`src/pkg/led_sink_pkg.sv`:
```
// Constants shared by the serial-in latched LED sink driver.
// Assumes one system clock; all pins arrive asynchronously.
`default_nettype none

package led_sink_pkg;

	// ************************************************************
	// Structure
	// ************************************************************
	localparam int unsigned STAGE_COUNT = 8;
	localparam int unsigned SYNC_DEPTH  = 3;
	localparam int unsigned PIN_COUNT   = 5;

	// Packed pin order: {clear_n, output_disable, latch, serial bit, shift clock}
	localparam int unsigned PIN_SHIFT_CLK = 0;
	localparam int unsigned PIN_SERIAL    = 1;
	localparam int unsigned PIN_LATCH     = 2;
	localparam int unsigned PIN_DISABLE   = 3;
	localparam int unsigned PIN_CLEAR_N   = 4;

	// ************************************************************
	// Reset values
	// ************************************************************
	// Clear held asserted and outputs disabled until real pin levels arrive
	localparam logic [PIN_COUNT-1:0]   PIN_RESET   = 5'h08;
	localparam logic [STAGE_COUNT-1:0] STAGE_RESET = 8'h00;
	localparam logic                   CASCADE_OFF = 1'b0;
	localparam logic                   SINK_LEVEL  = 1'b0;

	// ************************************************************
	// Timing
	// ************************************************************
	localparam int unsigned SYS_CLK_HZ        = 20_000_000;
	localparam int unsigned SHIFT_CLK_MAX_HZ  = 10_000_000;
	localparam int unsigned SHIFT_CLK_MIN_CYC = (SYS_CLK_HZ + SHIFT_CLK_MAX_HZ - 1)
		/ SHIFT_CLK_MAX_HZ;

endpackage

`default_nettype wire

```
`src/pkg/led_sink_if.sv`:
```
// Internal carriers between the driver core and its helper modules.
// Assumes both ends sit on sys_clk.
`timescale 1ns/10ps
`default_nettype none

interface pin_level_if;
	import led_sink_pkg::*;
	logic [PIN_COUNT-1:0] level;
	modport src (output level);
	modport dst (input level);
endinterface

interface shift_chain_if;
	import led_sink_pkg::*;
	logic                   shift_pulse;
	logic                   data_bit;
	logic                   clear_now;
	logic [STAGE_COUNT-1:0] stages;
	modport ctl   (output shift_pulse, output data_bit, output clear_now, input stages);
	modport chain (input shift_pulse, input data_bit, input clear_now, output stages);
endinterface

`default_nettype wire

```
`src/rtl/pin_filter.sv`:
```
// Three-flop synchronisers for the asynchronous control pins.
// Assumes pins are quasi-static relative to sys_clk over a few cycles.
`timescale 1ns/10ps
`default_nettype none

module pin_filter
	import led_sink_pkg::*;
(
	input  wire logic                 sys_clk,
	input  wire logic                 reset_n,
	input  wire logic [PIN_COUNT-1:0] pins,
	pin_level_if.src                  out
);

	logic [PIN_COUNT-1:0] s1_q, s2_q, s3_q, lvl_q;
	logic [PIN_COUNT-1:0] s1_d, s2_d, s3_d, lvl_d;

	// ************************************************************
	// Next state
	// ************************************************************
	always_comb begin
		s1_d = pins;
		s2_d = s1_q;
		s3_d = s2_q;
		lvl_d = lvl_q;
		// Only accept a level once two settled stages agree
		for (int i = 0; i < PIN_COUNT; i++) begin
			if (s2_q[i] == s3_q[i]) begin
				lvl_d[i] = s3_q[i];
			end
		end
	end

	always_ff @(posedge sys_clk) begin
		if (!reset_n) begin
			s1_q  <= PIN_RESET;
			s2_q  <= PIN_RESET;
			s3_q  <= PIN_RESET;
			lvl_q <= PIN_RESET;
		end else begin
			s1_q  <= s1_d;
			s2_q  <= s2_d;
			s3_q  <= s3_d;
			lvl_q <= lvl_d;
		end
	end

	assign out.level = lvl_q;

endmodule

`default_nettype wire

```
`src/rtl/shift_chain.sv`:
```
// Eight-stage serial shift rank; stage 0 is the first position.
// Assumes shift_pulse is a one-cycle strobe from the core.
`timescale 1ns/10ps
`default_nettype none

module shift_chain
	import led_sink_pkg::*;
(
	input  wire logic sys_clk,
	input  wire logic reset_n,
	shift_chain_if.chain ch
);

	logic [STAGE_COUNT-1:0] stage_q, stage_d;

	always_comb begin
		stage_d = stage_q;
		// Clear dominates a coincident shift
		if (ch.clear_now) begin
			stage_d = STAGE_RESET;
		end else if (ch.shift_pulse) begin
			stage_d = {stage_q[STAGE_COUNT-2:0], ch.data_bit};
		end
	end

	always_ff @(posedge sys_clk) begin
		if (!reset_n) begin
			stage_q <= STAGE_RESET;
		end else begin
			stage_q <= stage_d;
		end
	end

	assign ch.stages = stage_q;

endmodule

`default_nettype wire

```
`src/rtl/serial_in_latched_led_sink_driver.sv`:
```
// Serial-in, latched, open-drain LED sink driver with cascade output.
// Assumes all control pins are asynchronous to sys_clk and change
// no faster than the shift clock limit allows.
`timescale 1ns/10ps
`default_nettype none

// Function
// - Two eight-bit ranks: shift register feeding an output latch.
// - Shift clock rising edge loads input bit, moves stored bits onward.
// - First bit in lands at first sink, then moves toward eighth.
// - Cascade output shows the final shift stage.
// - Cascade output changes only after a shift clock falling edge or under clear.
// - Latch input low holds latch and sink outputs.
// - Latch input high makes latch follow the shift register.
// - Latch input rising edge transfers shift contents to sinks.
// - Disable high forces all eight sinks off.
// - Disable low lets each sink show its held bit.
// - Sink level is inverse of bit; set bit sinks and lights.
// - Clear low empties both ranks without waiting for shift clock.
// - Clear low holds all sinks and cascade output off.
module serial_in_latched_led_sink_driver
	import led_sink_pkg::*;
(
	input  wire logic                   sys_clk,
	input  wire logic                   reset_n,
	input  wire logic                   serial_bit_in,
	input  wire logic                   shift_clk,
	input  wire logic                   latch_in,
	input  wire logic                   output_disable,
	input  wire logic                   clear_n,
	output var  logic [STAGE_COUNT-1:0] led_sink_out,
	output var  logic [STAGE_COUNT-1:0] led_sink_oe,
	output var  logic                   cascade_out
);

	// ************************************************************
	// Pin conditioning
	// ************************************************************
	pin_level_if   pins_if ();
	shift_chain_if chain_if ();

	logic [PIN_COUNT-1:0] pin_raw;
	logic sck_lvl, bit_lvl, latch_lvl, disable_lvl, clear_lvl_n;

	assign pin_raw[PIN_SHIFT_CLK] = shift_clk;
	assign pin_raw[PIN_SERIAL]    = serial_bit_in;
	assign pin_raw[PIN_LATCH]     = latch_in;
	assign pin_raw[PIN_DISABLE]   = output_disable;
	assign pin_raw[PIN_CLEAR_N]   = clear_n;

	pin_filter u_pin_filter (
		.sys_clk (sys_clk),
		.reset_n (reset_n),
		.pins    (pin_raw),
		.out     (pins_if.src)
	);

	assign sck_lvl     = pins_if.level[PIN_SHIFT_CLK];
	assign bit_lvl     = pins_if.level[PIN_SERIAL];
	assign latch_lvl   = pins_if.level[PIN_LATCH];
	assign disable_lvl = pins_if.level[PIN_DISABLE];
	assign clear_lvl_n = pins_if.level[PIN_CLEAR_N];

	// ************************************************************
	// Shift clock edges
	// ************************************************************
	logic sck_prev_q, sck_prev_d;
	logic sck_rise, sck_fall;

	// Data and clock share one sync path, so setup at the pin is kept
	assign sck_rise = sck_lvl & ~sck_prev_q;
	assign sck_fall = ~sck_lvl & sck_prev_q;

	always_comb begin
		sck_prev_d = sck_lvl;
	end

	always_ff @(posedge sys_clk) begin
		if (!reset_n) begin
			sck_prev_q <= 1'b0;
		end else begin
			sck_prev_q <= sck_prev_d;
		end
	end

	// ************************************************************
	// Shift rank
	// ************************************************************
	assign chain_if.shift_pulse = sck_rise;
	assign chain_if.data_bit    = bit_lvl;
	assign chain_if.clear_now   = ~clear_lvl_n;

	shift_chain u_shift_chain (
		.sys_clk (sys_clk),
		.reset_n (reset_n),
		.ch      (chain_if.chain)
	);

	// ************************************************************
	// Output latch, cascade and sinks
	// ************************************************************
	logic [STAGE_COUNT-1:0] latch_q, latch_d;
	logic [STAGE_COUNT-1:0] oe_q, oe_d;
	logic [STAGE_COUNT-1:0] sink_q, sink_d;
	logic                   cascade_q, cascade_d;

	always_comb begin
		latch_d   = latch_q;
		cascade_d = cascade_q;
		oe_d      = latch_q;
		sink_d    = {STAGE_COUNT{SINK_LEVEL}};
		if (!clear_lvl_n) begin
			latch_d   = STAGE_RESET;
			cascade_d = CASCADE_OFF;
			oe_d      = '0;
		end else begin
			// Transparent while high, covers the rising-edge transfer too
			if (latch_lvl) begin
				latch_d = chain_if.stages;
			end
			// Launch on the falling edge: half a period of hold downstream
			if (sck_fall) begin
				cascade_d = chain_if.stages[STAGE_COUNT-1];
			end
			// Gates drivers only; ranks are untouched
			if (disable_lvl) begin
				oe_d = '0;
			end
		end
	end

	always_ff @(posedge sys_clk) begin
		if (!reset_n) begin
			latch_q   <= STAGE_RESET;
			cascade_q <= CASCADE_OFF;
			oe_q      <= '0;
			sink_q    <= {STAGE_COUNT{SINK_LEVEL}};
		end else begin
			latch_q   <= latch_d;
			cascade_q <= cascade_d;
			oe_q      <= oe_d;
			sink_q    <= sink_d;
		end
	end

	// Open drain: enable high pulls the pin low, so pin level is ~bit
	assign led_sink_out = sink_q;
	assign led_sink_oe  = oe_q;
	assign cascade_out  = cascade_q;
endmodule

`default_nettype wire

```
`config.mk`:
```
export PLATFORM = sky130hd
export DESIGN_NAME = serial_in_latched_led_sink_driver
export DESIGN_NICKNAME = d
export VERILOG_FILES = /design/src/pkg/led_sink_pkg.sv /design/src/pkg/led_sink_if.sv /design/src/rtl/pin_filter.sv /design/src/rtl/shift_chain.sv /design/src/rtl/serial_in_latched_led_sink_driver.sv
export SDC_FILE = /design/constraint.sdc
export NUM_CORES = 1
export LEC_CHECK = 0
export BUFFER_PORTS_ARGS = -buffer_cell sky130_fd_sc_hd__buf_2
export CAP_MARGIN = 20
export CORE_AREA = 2 2 57 59
export DETAILED_ROUTE_END_ITERATION = 10
export DIE_AREA = 0 0 59 61
export GPL_TIMING_DRIVEN = 0
export PLACE_DENSITY = 0.73
export SLEW_MARGIN = 20
export SYNTH_ARGS = -nofsm -noshare
export SYNTH_HDL_FRONTEND = slang
export SYNTH_SLANG_ARGS = --single-unit
```
`constraint.sdc`:
```
create_clock -name sys_clk -period 0.9 [get_ports sys_clk]
set_input_delay 0.18 -clock sys_clk [delete_from_list [all_inputs] [get_ports sys_clk]]
set_output_delay 0.18 -clock sys_clk [all_outputs]
set_load 0.05 [all_outputs]
```
==> results of run 1 <==
[state kept, by name, indices dropped and copies added, names as in the netlist]
| register | cells |
|---|---|
| cascade_out | 1 |
| latch_q | 8 |
| led_sink_oe | 8 |
| sck_prev_q | 1 |
| u_pin_filter.out.level | 5 |
| u_pin_filter.s1_q | 5 |
| u_pin_filter.s2_q | 5 |
| u_pin_filter.s3_q | 5 |
| u_shift_chain.ch.stages | 8 |
[layout by cell type (no fill, tap or decap), types with 5 or more instances in the layout]
cell type / count
dfxtp_1: 33
and2_1: 20
nand2_1: 12
dfxtp_2: 12
buf_4: 11
nor2_1: 10
mux2i_1: 9
a21oi_2: 8
conb_1: 8
buf_8: 8
buf_2: 7
clkbuf_4: 6
nand2b_1: 5
o21ai_0: 5
[metal layers]
metal | part of all wire | up-vias | wire [µm] | global-route usage
met5 | 0 | - | 0 | 0
met2 | 0.52 | 21 | 1230 | 0.270
met4 | 0.011 | 0 | 26 | 0.0682
met1 | 0.42 | 479 | 1000 | 0.146
met3 | 0.047 | 5 | 111 | 0.0704
li1 | - | 519 | - | -
[power breakdown]
group / internal (µW) / switching (µW) / leakage [µW]
Clock: 379 / 607 / 0.0000353
Sequential: 2060 / 9.52 / 0.000380
Combinational: 55.9 / 102 / 0.000384
Total: 2490 / 719 / 0.000799
[kinds of logic after synthesis]
kind of cell	Yosys count	synth area share
AND/OR/NAND/NOR	59	0.199
AO/OA/AOI/OAI	18	0.0662
flip-flops	46	0.609
multiplexers	9	0.0596
other	1	0.00248
buffers and inverters	14	0.0637
[metrics by stage]
stage	instance area (µm²)	setup TNS [ns]	std cells	hold WS, ns
after floorplan	1540	0	154	0.253
after global placement	1650	0	202	0.362
after detailed placement	1650	-0.295	202	0.368
after CTS	1830	-1.28	211	0.00536
after global routing	1950	-2.25	214	0.000418
final	1950	-1.27	214	0.0215
[Yosys cell counts]
cell type,number
buf_2,1
nand2_1,20
and2b_1,1
o21ai_0,5
nor2_1,10
a21boi_0,4
clkbuf_2,1
a21oi_1,9
nor2_4,1
nand2_2,1
buf_4,11
mux2i_1,9
conb_1,1
nand2b_1,5
dfxtp_1,46
and2_1,21
clkbuf_1,1
[final timing paths]
check                                          start                         end  slack (ns)  depth (start not counted)
worst max-delay path                     cascade_out                 cascade_out       -0.14                          1
worst min-delay path                        latch_in        u_pin_filter.s1_q[2]        0.02                          2
worst max register to register            sck_prev_q  u_shift_chain.ch.stages[4]       -0.04                          4
worst min register to register  u_pin_filter.s1_q[3]        u_pin_filter.s2_q[3]        0.42                          1
[timing repair]
action | 4_1_cts | 5_1_grt
resized for setup | 41 | 29
cloned | 0 | 1
buffers inserted | 0 | 2
endpoints found under the setup margin | 34 | 35
hold buffers | 1 | 0
pin swaps | 6 | 12
endpoints found under the hold margin | 1 | 0
[final cells by class]
type                       count  area [µm²]
fill                         245        1000
sequential                    46         940
multi-input combinational     94         607
timing repair buffer          19         194
buffer                        14         110
clock buffer                   7        55.1
tap                           33        41.3
clock inverter                 1        5.00
==> results by group, run 1 <==
Worst setup path
  – Max incr delay on CP: 0.37 ns
  – CP max FO: 2
  – Critical path class: reg2out
  – CP arrival: about 0.86 ns
  – Worst Setup Start Kind: flip-flop
  – Worst setup EP type: output port
  – Buf/Inv on CP: 1
  – Largest delay share family, worst path: flip-flops
  – Critical Path, Cell by Cell: buf_8
  – Data required, critical path: 0.72 ns
  – Slowest-stage cell, CP: dfxtp_2

STA
  – RSZ-0062 raised after global routing: yes
  – Minimum clock period: 1.04 ns
  – Final Cycle Share: 1.15
  – # setup viols final: 17
  – Hold Fails Final Rpt: 0
  – Setup WS post-layout: -0.136 ns
  – Setup Skew: around 0.0066 ns
  – Pins Over Slew Limit: 0
  – Max Freq: 965 MHz

Placement
  – Port bufs: 15
  – Detail Placement HPWL: 1.48 mm
  – Setup WS pre-CTS: -0.0361 ns
  – Global placement routability congestion: between 0.7 and 0.8

Logic synthesis
  – Mean Syn Cell Area: 10.3 µm²
  – Post-synthesis cell count: 147
  – Yosys top cell by area: dfxtp_1
  – Post-synthesis register bit count: 46
  – Synth top area share: 0.609
  – Synth area leaders: dfxtp_1 61%, and2_1 8.7%, mux2i_1 6.0%, buf_4 5.5%, nand2_1 5.0%
  – Library cells used by synthesis: 17
  – Mapped Area: 0.00151 mm²
  – Synth warn: 0
  – Sequential share of the synthesized area: 0.609

Die
  – Die area: about 0.0036 mm²
  – Ports: 24
  – Site Rows: 20
  – Initial Utilization: 0.512
  – Die width: about 60 µm
  – Die height: 61 µm
  – Core area: around 0.0030 mm²

Global route
  – Largest net degree at the start of global routing: 14
  – Initial antenna violation count: 0
  – Grt ovf: 0
  – First-pass GRT wire length: around 3.9 mm
  – Vias in the first global route: 943
  – GRT Total Usage: 0.150

Routing
  – TritonRoute pass-1 iters: 4
  – Final wirelength: 2.37 mm
  – DRC errors left: 0
  – Post-route ant nets: 0
  – DR WL/cell: 11.1 µm
  – Initial DRC count: 23
  – Via Count: 1024
  – Post-DR vias/cell: about 4.8

Run status
  – Violated checks: setup timing
  – Status: finished with violations

CTS
  – CTS tree: done
  – H-tree level count: 2
  – Clock Tree Root: clkbuf_4
  – TritonCTS sink count: 46
  – Max clock buf depth: 2
  – Total CTS buffers: 5
  – Worst-Skew Late Latency: 0.35 ns
  – Clk slew on worst S/H paths: 0.12 ns

Cells and area
  – Nets@finish: 187
  – Layout area overhead: 29.1%
  – Antenna cells: 0
  – Final Util: 0.661
  – Share of cells above drive strength 1: 0.387

Min path
  – HP Class: in2reg

Power and ir drop
  – VDD IR-drop max: ~1.1 mV
  – Total Power: 3210 µW
  – P_leak: between 0.0007 and 0.0008 µW
  – Pwr/cell area: 1650 mW/mm²

Run
  – Max_cap viols: 0
Power figures use the tool's default switching activity.
==> run 2: changes to the inputs <==
--- a/config.mk
+++ b/config.mk
@@ -12,6 +12,7 @@
 export DIE_AREA = 0 0 59 61
 export GPL_TIMING_DRIVEN = 0
 export PLACE_DENSITY = 0.73
+export RECOVER_POWER = 50
 export SLEW_MARGIN = 20
 export SYNTH_ARGS = -nofsm -noshare
 export SYNTH_HDL_FRONTEND = slang
==> results by group, run 2 (same netlist as run 1, synthesis figures left out) <==
Worst setup path
  – Largest delay share family, worst path: flip-flops
  – CP arrival: 0.86 ns
  – Critical Path, Cell by Cell: buf_8
  – Worst setup EP type: output port
  – Stages on worst setup path: 1
  – Worst Setup Start Kind: flip-flop
  – CP max FO: 2
  – Critical path class: reg2out
  – Slowest-stage cell, CP: dfxtp_2
  – Data required, critical path: 0.72 ns
  – Max incr delay on CP: 0.37 ns
  – Buf/Inv on CP: 1
  – Reg2reg path depth: 4
  – R2R Setup Slk: -0.06 ns

Run status
  – Status: finished with violations
  – Violated checks: setup timing

Placement
  – Detail Placement HPWL: 1.48 mm
  – Placed Area: 0.00165 mm²
  – Global placement routability congestion: 0.743
  – Port bufs: 15

Power and ir drop
  – P_leak: ~0.00079 µW
  – Pwr/cell area: around 1600 mW/mm²
  – VDD IR-drop max: 1.05 mV

Die
  – Site Rows: 20
  – Ports: 24
  – Die area: 0.00360 mm²
  – Die height: 61 µm
  – Core area: ~0.0030 mm²
  – Die width: 59 µm
  – Initial Utilization: 0.512

Routing
  – Post-route ant nets: 0
  – DRC errors left: 0
  – Final wirelength: ~2.4 mm
  – TritonRoute pass-1 iters: 4
  – DR WL/cell: ~11 µm
  – Post-DR vias/cell: between 4 and 5
  – Initial DRC count: 28
  – Via Count: 1024

Cells and area
  – Final Util: 0.660
  – Final instance area: approximately 0.002 mm²
  – Most common cell after layout, fill and taps aside: dfxtp_1
  – Fillcell total: 246
  – Most frequent cells in the layout: 34 x dfxtp_1, 13 x and2_1, 12 x nand2_1
  – Share of cells above drive strength 1: 0.376
  – Nets@finish: 187
  – Antenna cells: 0
  – Layout area overhead: 29.0%

STA
  – Hold Fails Final Rpt: 0
  – Pins Over Slew Limit: 0
  – # setup viols final: 17
  – Setup Skew: 0.00447 ns
  – Max Freq: 960 MHz
  – Minimum clock period: roughly 1.0 ns
  – Final Cycle Share: 1.16
  – Hold WS: 0.0211 ns
  – Setup WS post-layout: -0.142 ns
  – RSZ-0062 raised after global routing: yes

Global route
  – Largest net degree at the start of global routing: 14
  – Initial antenna violation count: 0
  – Vias in the first global route: 943
  – First-pass GRT wire length: 3.86 mm
  – GRT Total Usage: 0.150
  – Grt ovf: 0

CTS
  – Clk slew on worst S/H paths: 0.12 ns
  – TritonCTS sink count: 46
  – H-tree level count: 2
  – CTS tree: done
  – Total CTS buffers: 5
  – Worst-Skew Late Latency: about 0.35 ns
  – Max clock buf depth: 2
  – Clock Tree Root: clkbuf_4

Run
  – Max_cap viols: 0

Min path
  – HP Class: in2reg
  – Hold Path Depth: 2
run 2: what timing repair did:
action / CTS / global route
hold buffers: 1 / 0
pin swaps: 6 / 12
endpoints found under the setup margin: 34 / 35
buffers inserted: 0 / 2
gates resized for setup: 41 / 29
hold endpoints to repair: 1 / 0
gates cloned: 0 / 1
run 2: through the flow:
step / worst slack [ns] / setup TNS (ns) / total power, µW / std cells
floorplan: 0.00725 / 0 / 2250 / 154
global placement: 0.00833 / 0 / 2260 / 202
detailed placement: -0.0361 / -0.295 / 2270 / 202
CTS: -0.162 / -1.28 / 3250 / 211
global route: -0.192 / -2.73 / 3360 / 214
finish: -0.142 / -1.54 / 3210 / 214
run 2: power breakdown:
part | internal (µW) | total (µW) | switching [µW]
Sequential | 2060 | 2070 | 9.56
Clock | 379 | 987 | 607
Combinational | 54.1 | 157 | 103
run 2: cell type report:
type / count / area (µm²) / share of cell area
repair buffers: 19 / 193 / 0.0988
well taps: 33 / 41.3 / 0.0212
flip-flops and latches: 46 / 938 / 0.481
multi-input cells: 94 / 607 / 0.311
clock buffers: 7 / 55.1 / 0.0282
clock inverters: 1 / 5.00 / 0.00257
plain buffers: 14 / 110 / 0.0565
run 2: layer usage:
metal	vias up	share of wire	wire, µm	GRT usage
met3	6	0.054	128	0.0704
met4	0	0.015	35	0.0682
met1	475	0.42	992	0.146
met2	23	0.51	1220	0.270
met5	-	0	0	0
li1	520	-	-	-
run 2: path summary, 6_finish.rpt:
kind / from / end
hold reg to reg: u_pin_filter.s1_q[3] / u_pin_filter.s2_q[3]
setup reg to reg: u_pin_filter.out.level[0] / u_shift_chain.ch.stages[4]
setup / recovery: cascade_out / cascade_out
hold / removal: latch_in / u_pin_filter.s1_q[2]
==> run 3: changes to the inputs <==
--- a/config.mk
+++ b/config.mk
@@ -11,6 +11,7 @@
 export DETAILED_ROUTE_END_ITERATION = 10
 export DIE_AREA = 0 0 59 61
 export GPL_TIMING_DRIVEN = 0
+export MAX_ROUTING_LAYER = met4
 export PLACE_DENSITY = 0.73
 export RECOVER_POWER = 50
 export SLEW_MARGIN = 20
==> results by group, run 3 (same netlist as run 1, synthesis figures left out) <==
Run status
  – Status: finished with violations
  – Violated checks: setup timing

Die
  – Die area: 0.00360 mm²
  – Die width: 59 µm
  – Die height: between 60 and 70 µm
  – Core area: ~0.003 mm²
  – Site Rows: 20
  – Ports: 24
  – Initial Utilization: 0.512

Worst setup path
  – R2R Setup Slk: -0.06 ns
  – Critical Path, Cell by Cell: buf_8
  – Worst setup EP type: output port
  – Critical Path Start: cascade_out
  – Reg2reg path depth: 4
  – Slowest-stage cell, CP: dfxtp_2
  – Largest delay share family, worst path: flip-flops
  – Data required, critical path: 0.72 ns
  – R2r startpoint: u_pin_filter.out.level[0]
  – Max incr delay on CP: 0.37 ns
  – Buf/Inv on CP: 1
  – CP arrival: around 0.86 ns
  – CP max FO: 2
  – Critical path class: reg2out
  – Worst Setup Start Kind: flip-flop
  – R2R Path End: u_shift_chain.ch.stages[4]

Global route
  – Vias in the first global route: ~940
  – Initial antenna violation count: 0
  – Largest net degree at the start of global routing: 14
  – Grt ovf: 0
  – First-pass GRT wire length: between 3 and 4 mm
  – GRT Total Usage: 0.155

STA
  – Pins Over Slew Limit: 0
  – Max Freq: 964 MHz
  – Hold Fails Final Rpt: 0
  – # setup viols final: 17
  – RSZ-0062 raised after global routing: yes
  – Setup WS post-layout: -0.138 ns
  – Final Cycle Share: 1.15
  – Minimum clock period: a little over 1 ns
  – Final setup TNS: -1.50 ns
  – Setup Skew: 0.00440 ns

Routing
  – DR WL/cell: 11.1 µm
  – Post-route ant nets: 0
  – Post-DR vias/cell: 4.77
  – TritonRoute pass-1 iters: 4
  – Final wirelength: 2.37 mm
  – Initial DRC count: 28
  – DRC errors left: 0
  – Via Count: 1021

Power and ir drop
  – VDD IR-drop max: ~1.1 mV
  – Reported net switching power: 714 µW
  – Clock power frac: 0.306
  – Internal: roughly 2500 µW
  – Pwr/cell area: 1650 mW/mm²
  – Seq pwr share: 0.645
  – Combinational power share: 0.049
  – P_leak: 0.000790 µW
  – Switching Share: 0.223

Cells and area
  – Most frequent cells in the layout: 34 x dfxtp_1, 13 x and2_1, 12 x nand2_1
  – Register area: 938 µm²
  – Layout area overhead: 29.0%
  – Area of the multi-input gates: 607 µm²
  – Share of cells above drive strength 1: 0.376
  – Most common cell after layout, fill and taps aside: dfxtp_1
  – Nets@finish: 187
  – Post-Layout Cell Count: 214
  – Antenna cells: 0
  – Fillcell total: 246

Placement
  – Setup WS pre-CTS: -0.0361 ns
  – Inst Count DP: 202
  – Detail Placement HPWL: 1.48 mm
  – Port bufs: 15
  – Global placement routability congestion: 0.752

CTS
  – Total CTS buffers: 5
  – Max clock buf depth: 2
  – CTS tree: done
  – Clk slew on worst S/H paths: 0.12 ns
  – TritonCTS sink count: 46
  – Worst-Skew Late Latency: approximately 0.35 ns
  – H-tree level count: 2
  – Clock Tree Root: clkbuf_4

Run
  – Max_cap viols: 0

Min path
  – Hold Crit Start: latch_in
  – Hold Path Depth: 2
  – HP Class: in2reg
  – Hold Path Sink: u_pin_filter.s1_q[2]
## run 3: cell counts in the layout (fill, tap and decap cells not counted)
No cell type changed its count.
## run 3: layout make-up
class / instances / share of cell area
flip-flops and latches: 46 / 0.481
multi-input cells: 94 / 0.311
repair buffers: 19 / 0.0988
plain buffers: 14 / 0.0565
clock buffers: 7 / 0.0282
well taps: 33 / 0.0212
clock inverters: 1 / 0.00257
## run 3: through the flow
stage	cell area (µm²)	util	hold WS, ns	power, µW
finish	1950	0.660	0.0259	3210
global route	1950	0.660	0.00850	3360
CTS	1830	0.621	0.00536	3250
detailed placement	1650	0.560	0.368	2270
global placement	1650	0.560	0.362	2260
floorplan	1540	-	0.253	2250
## run 3: repair_timing
item / in CTS / in global routing
hold buffers: 1 / 0
setup buffers: 0 / 2
resized for setup: 41 / 29
hold endpoints to repair: 1 / 0
endpoints found under the setup margin: 34 / 35
cloned: 0 / 1
pin swaps: 6 / 12
## run 3: how the worst max path moves through the flow
stage | endpoint | cells past startpoint
after CTS | cascade_out | 1
after floorplan | cascade_out | 2
after global routing | cascade_out | 1
after global placement | led_sink_oe[7] | 3
final | cascade_out | 1
after detailed placement | led_sink_oe[5] | 3
## run 3: metal layers
metal | routed length, µm | global-route usage | part of all wire
met5 | 0 | - | 0
met4 | 35 | 0.0682 | 0.015
met3 | 125 | 0.0704 | 0.053
met2 | 1220 | 0.270 | 0.51
met1 | 993 | 0.146 | 0.42
## run 3: power by group through the flow
stage	registers (µW)	clock network [µW]	logic (µW)
3_5_place_dp	2120	0	149
6_report	2070	981	157
5_1_grt	2070	1120	169
3_3_place_gp	2120	0	148
4_1_cts	2070	1020	155
2_1_floorplan	2120	0	130
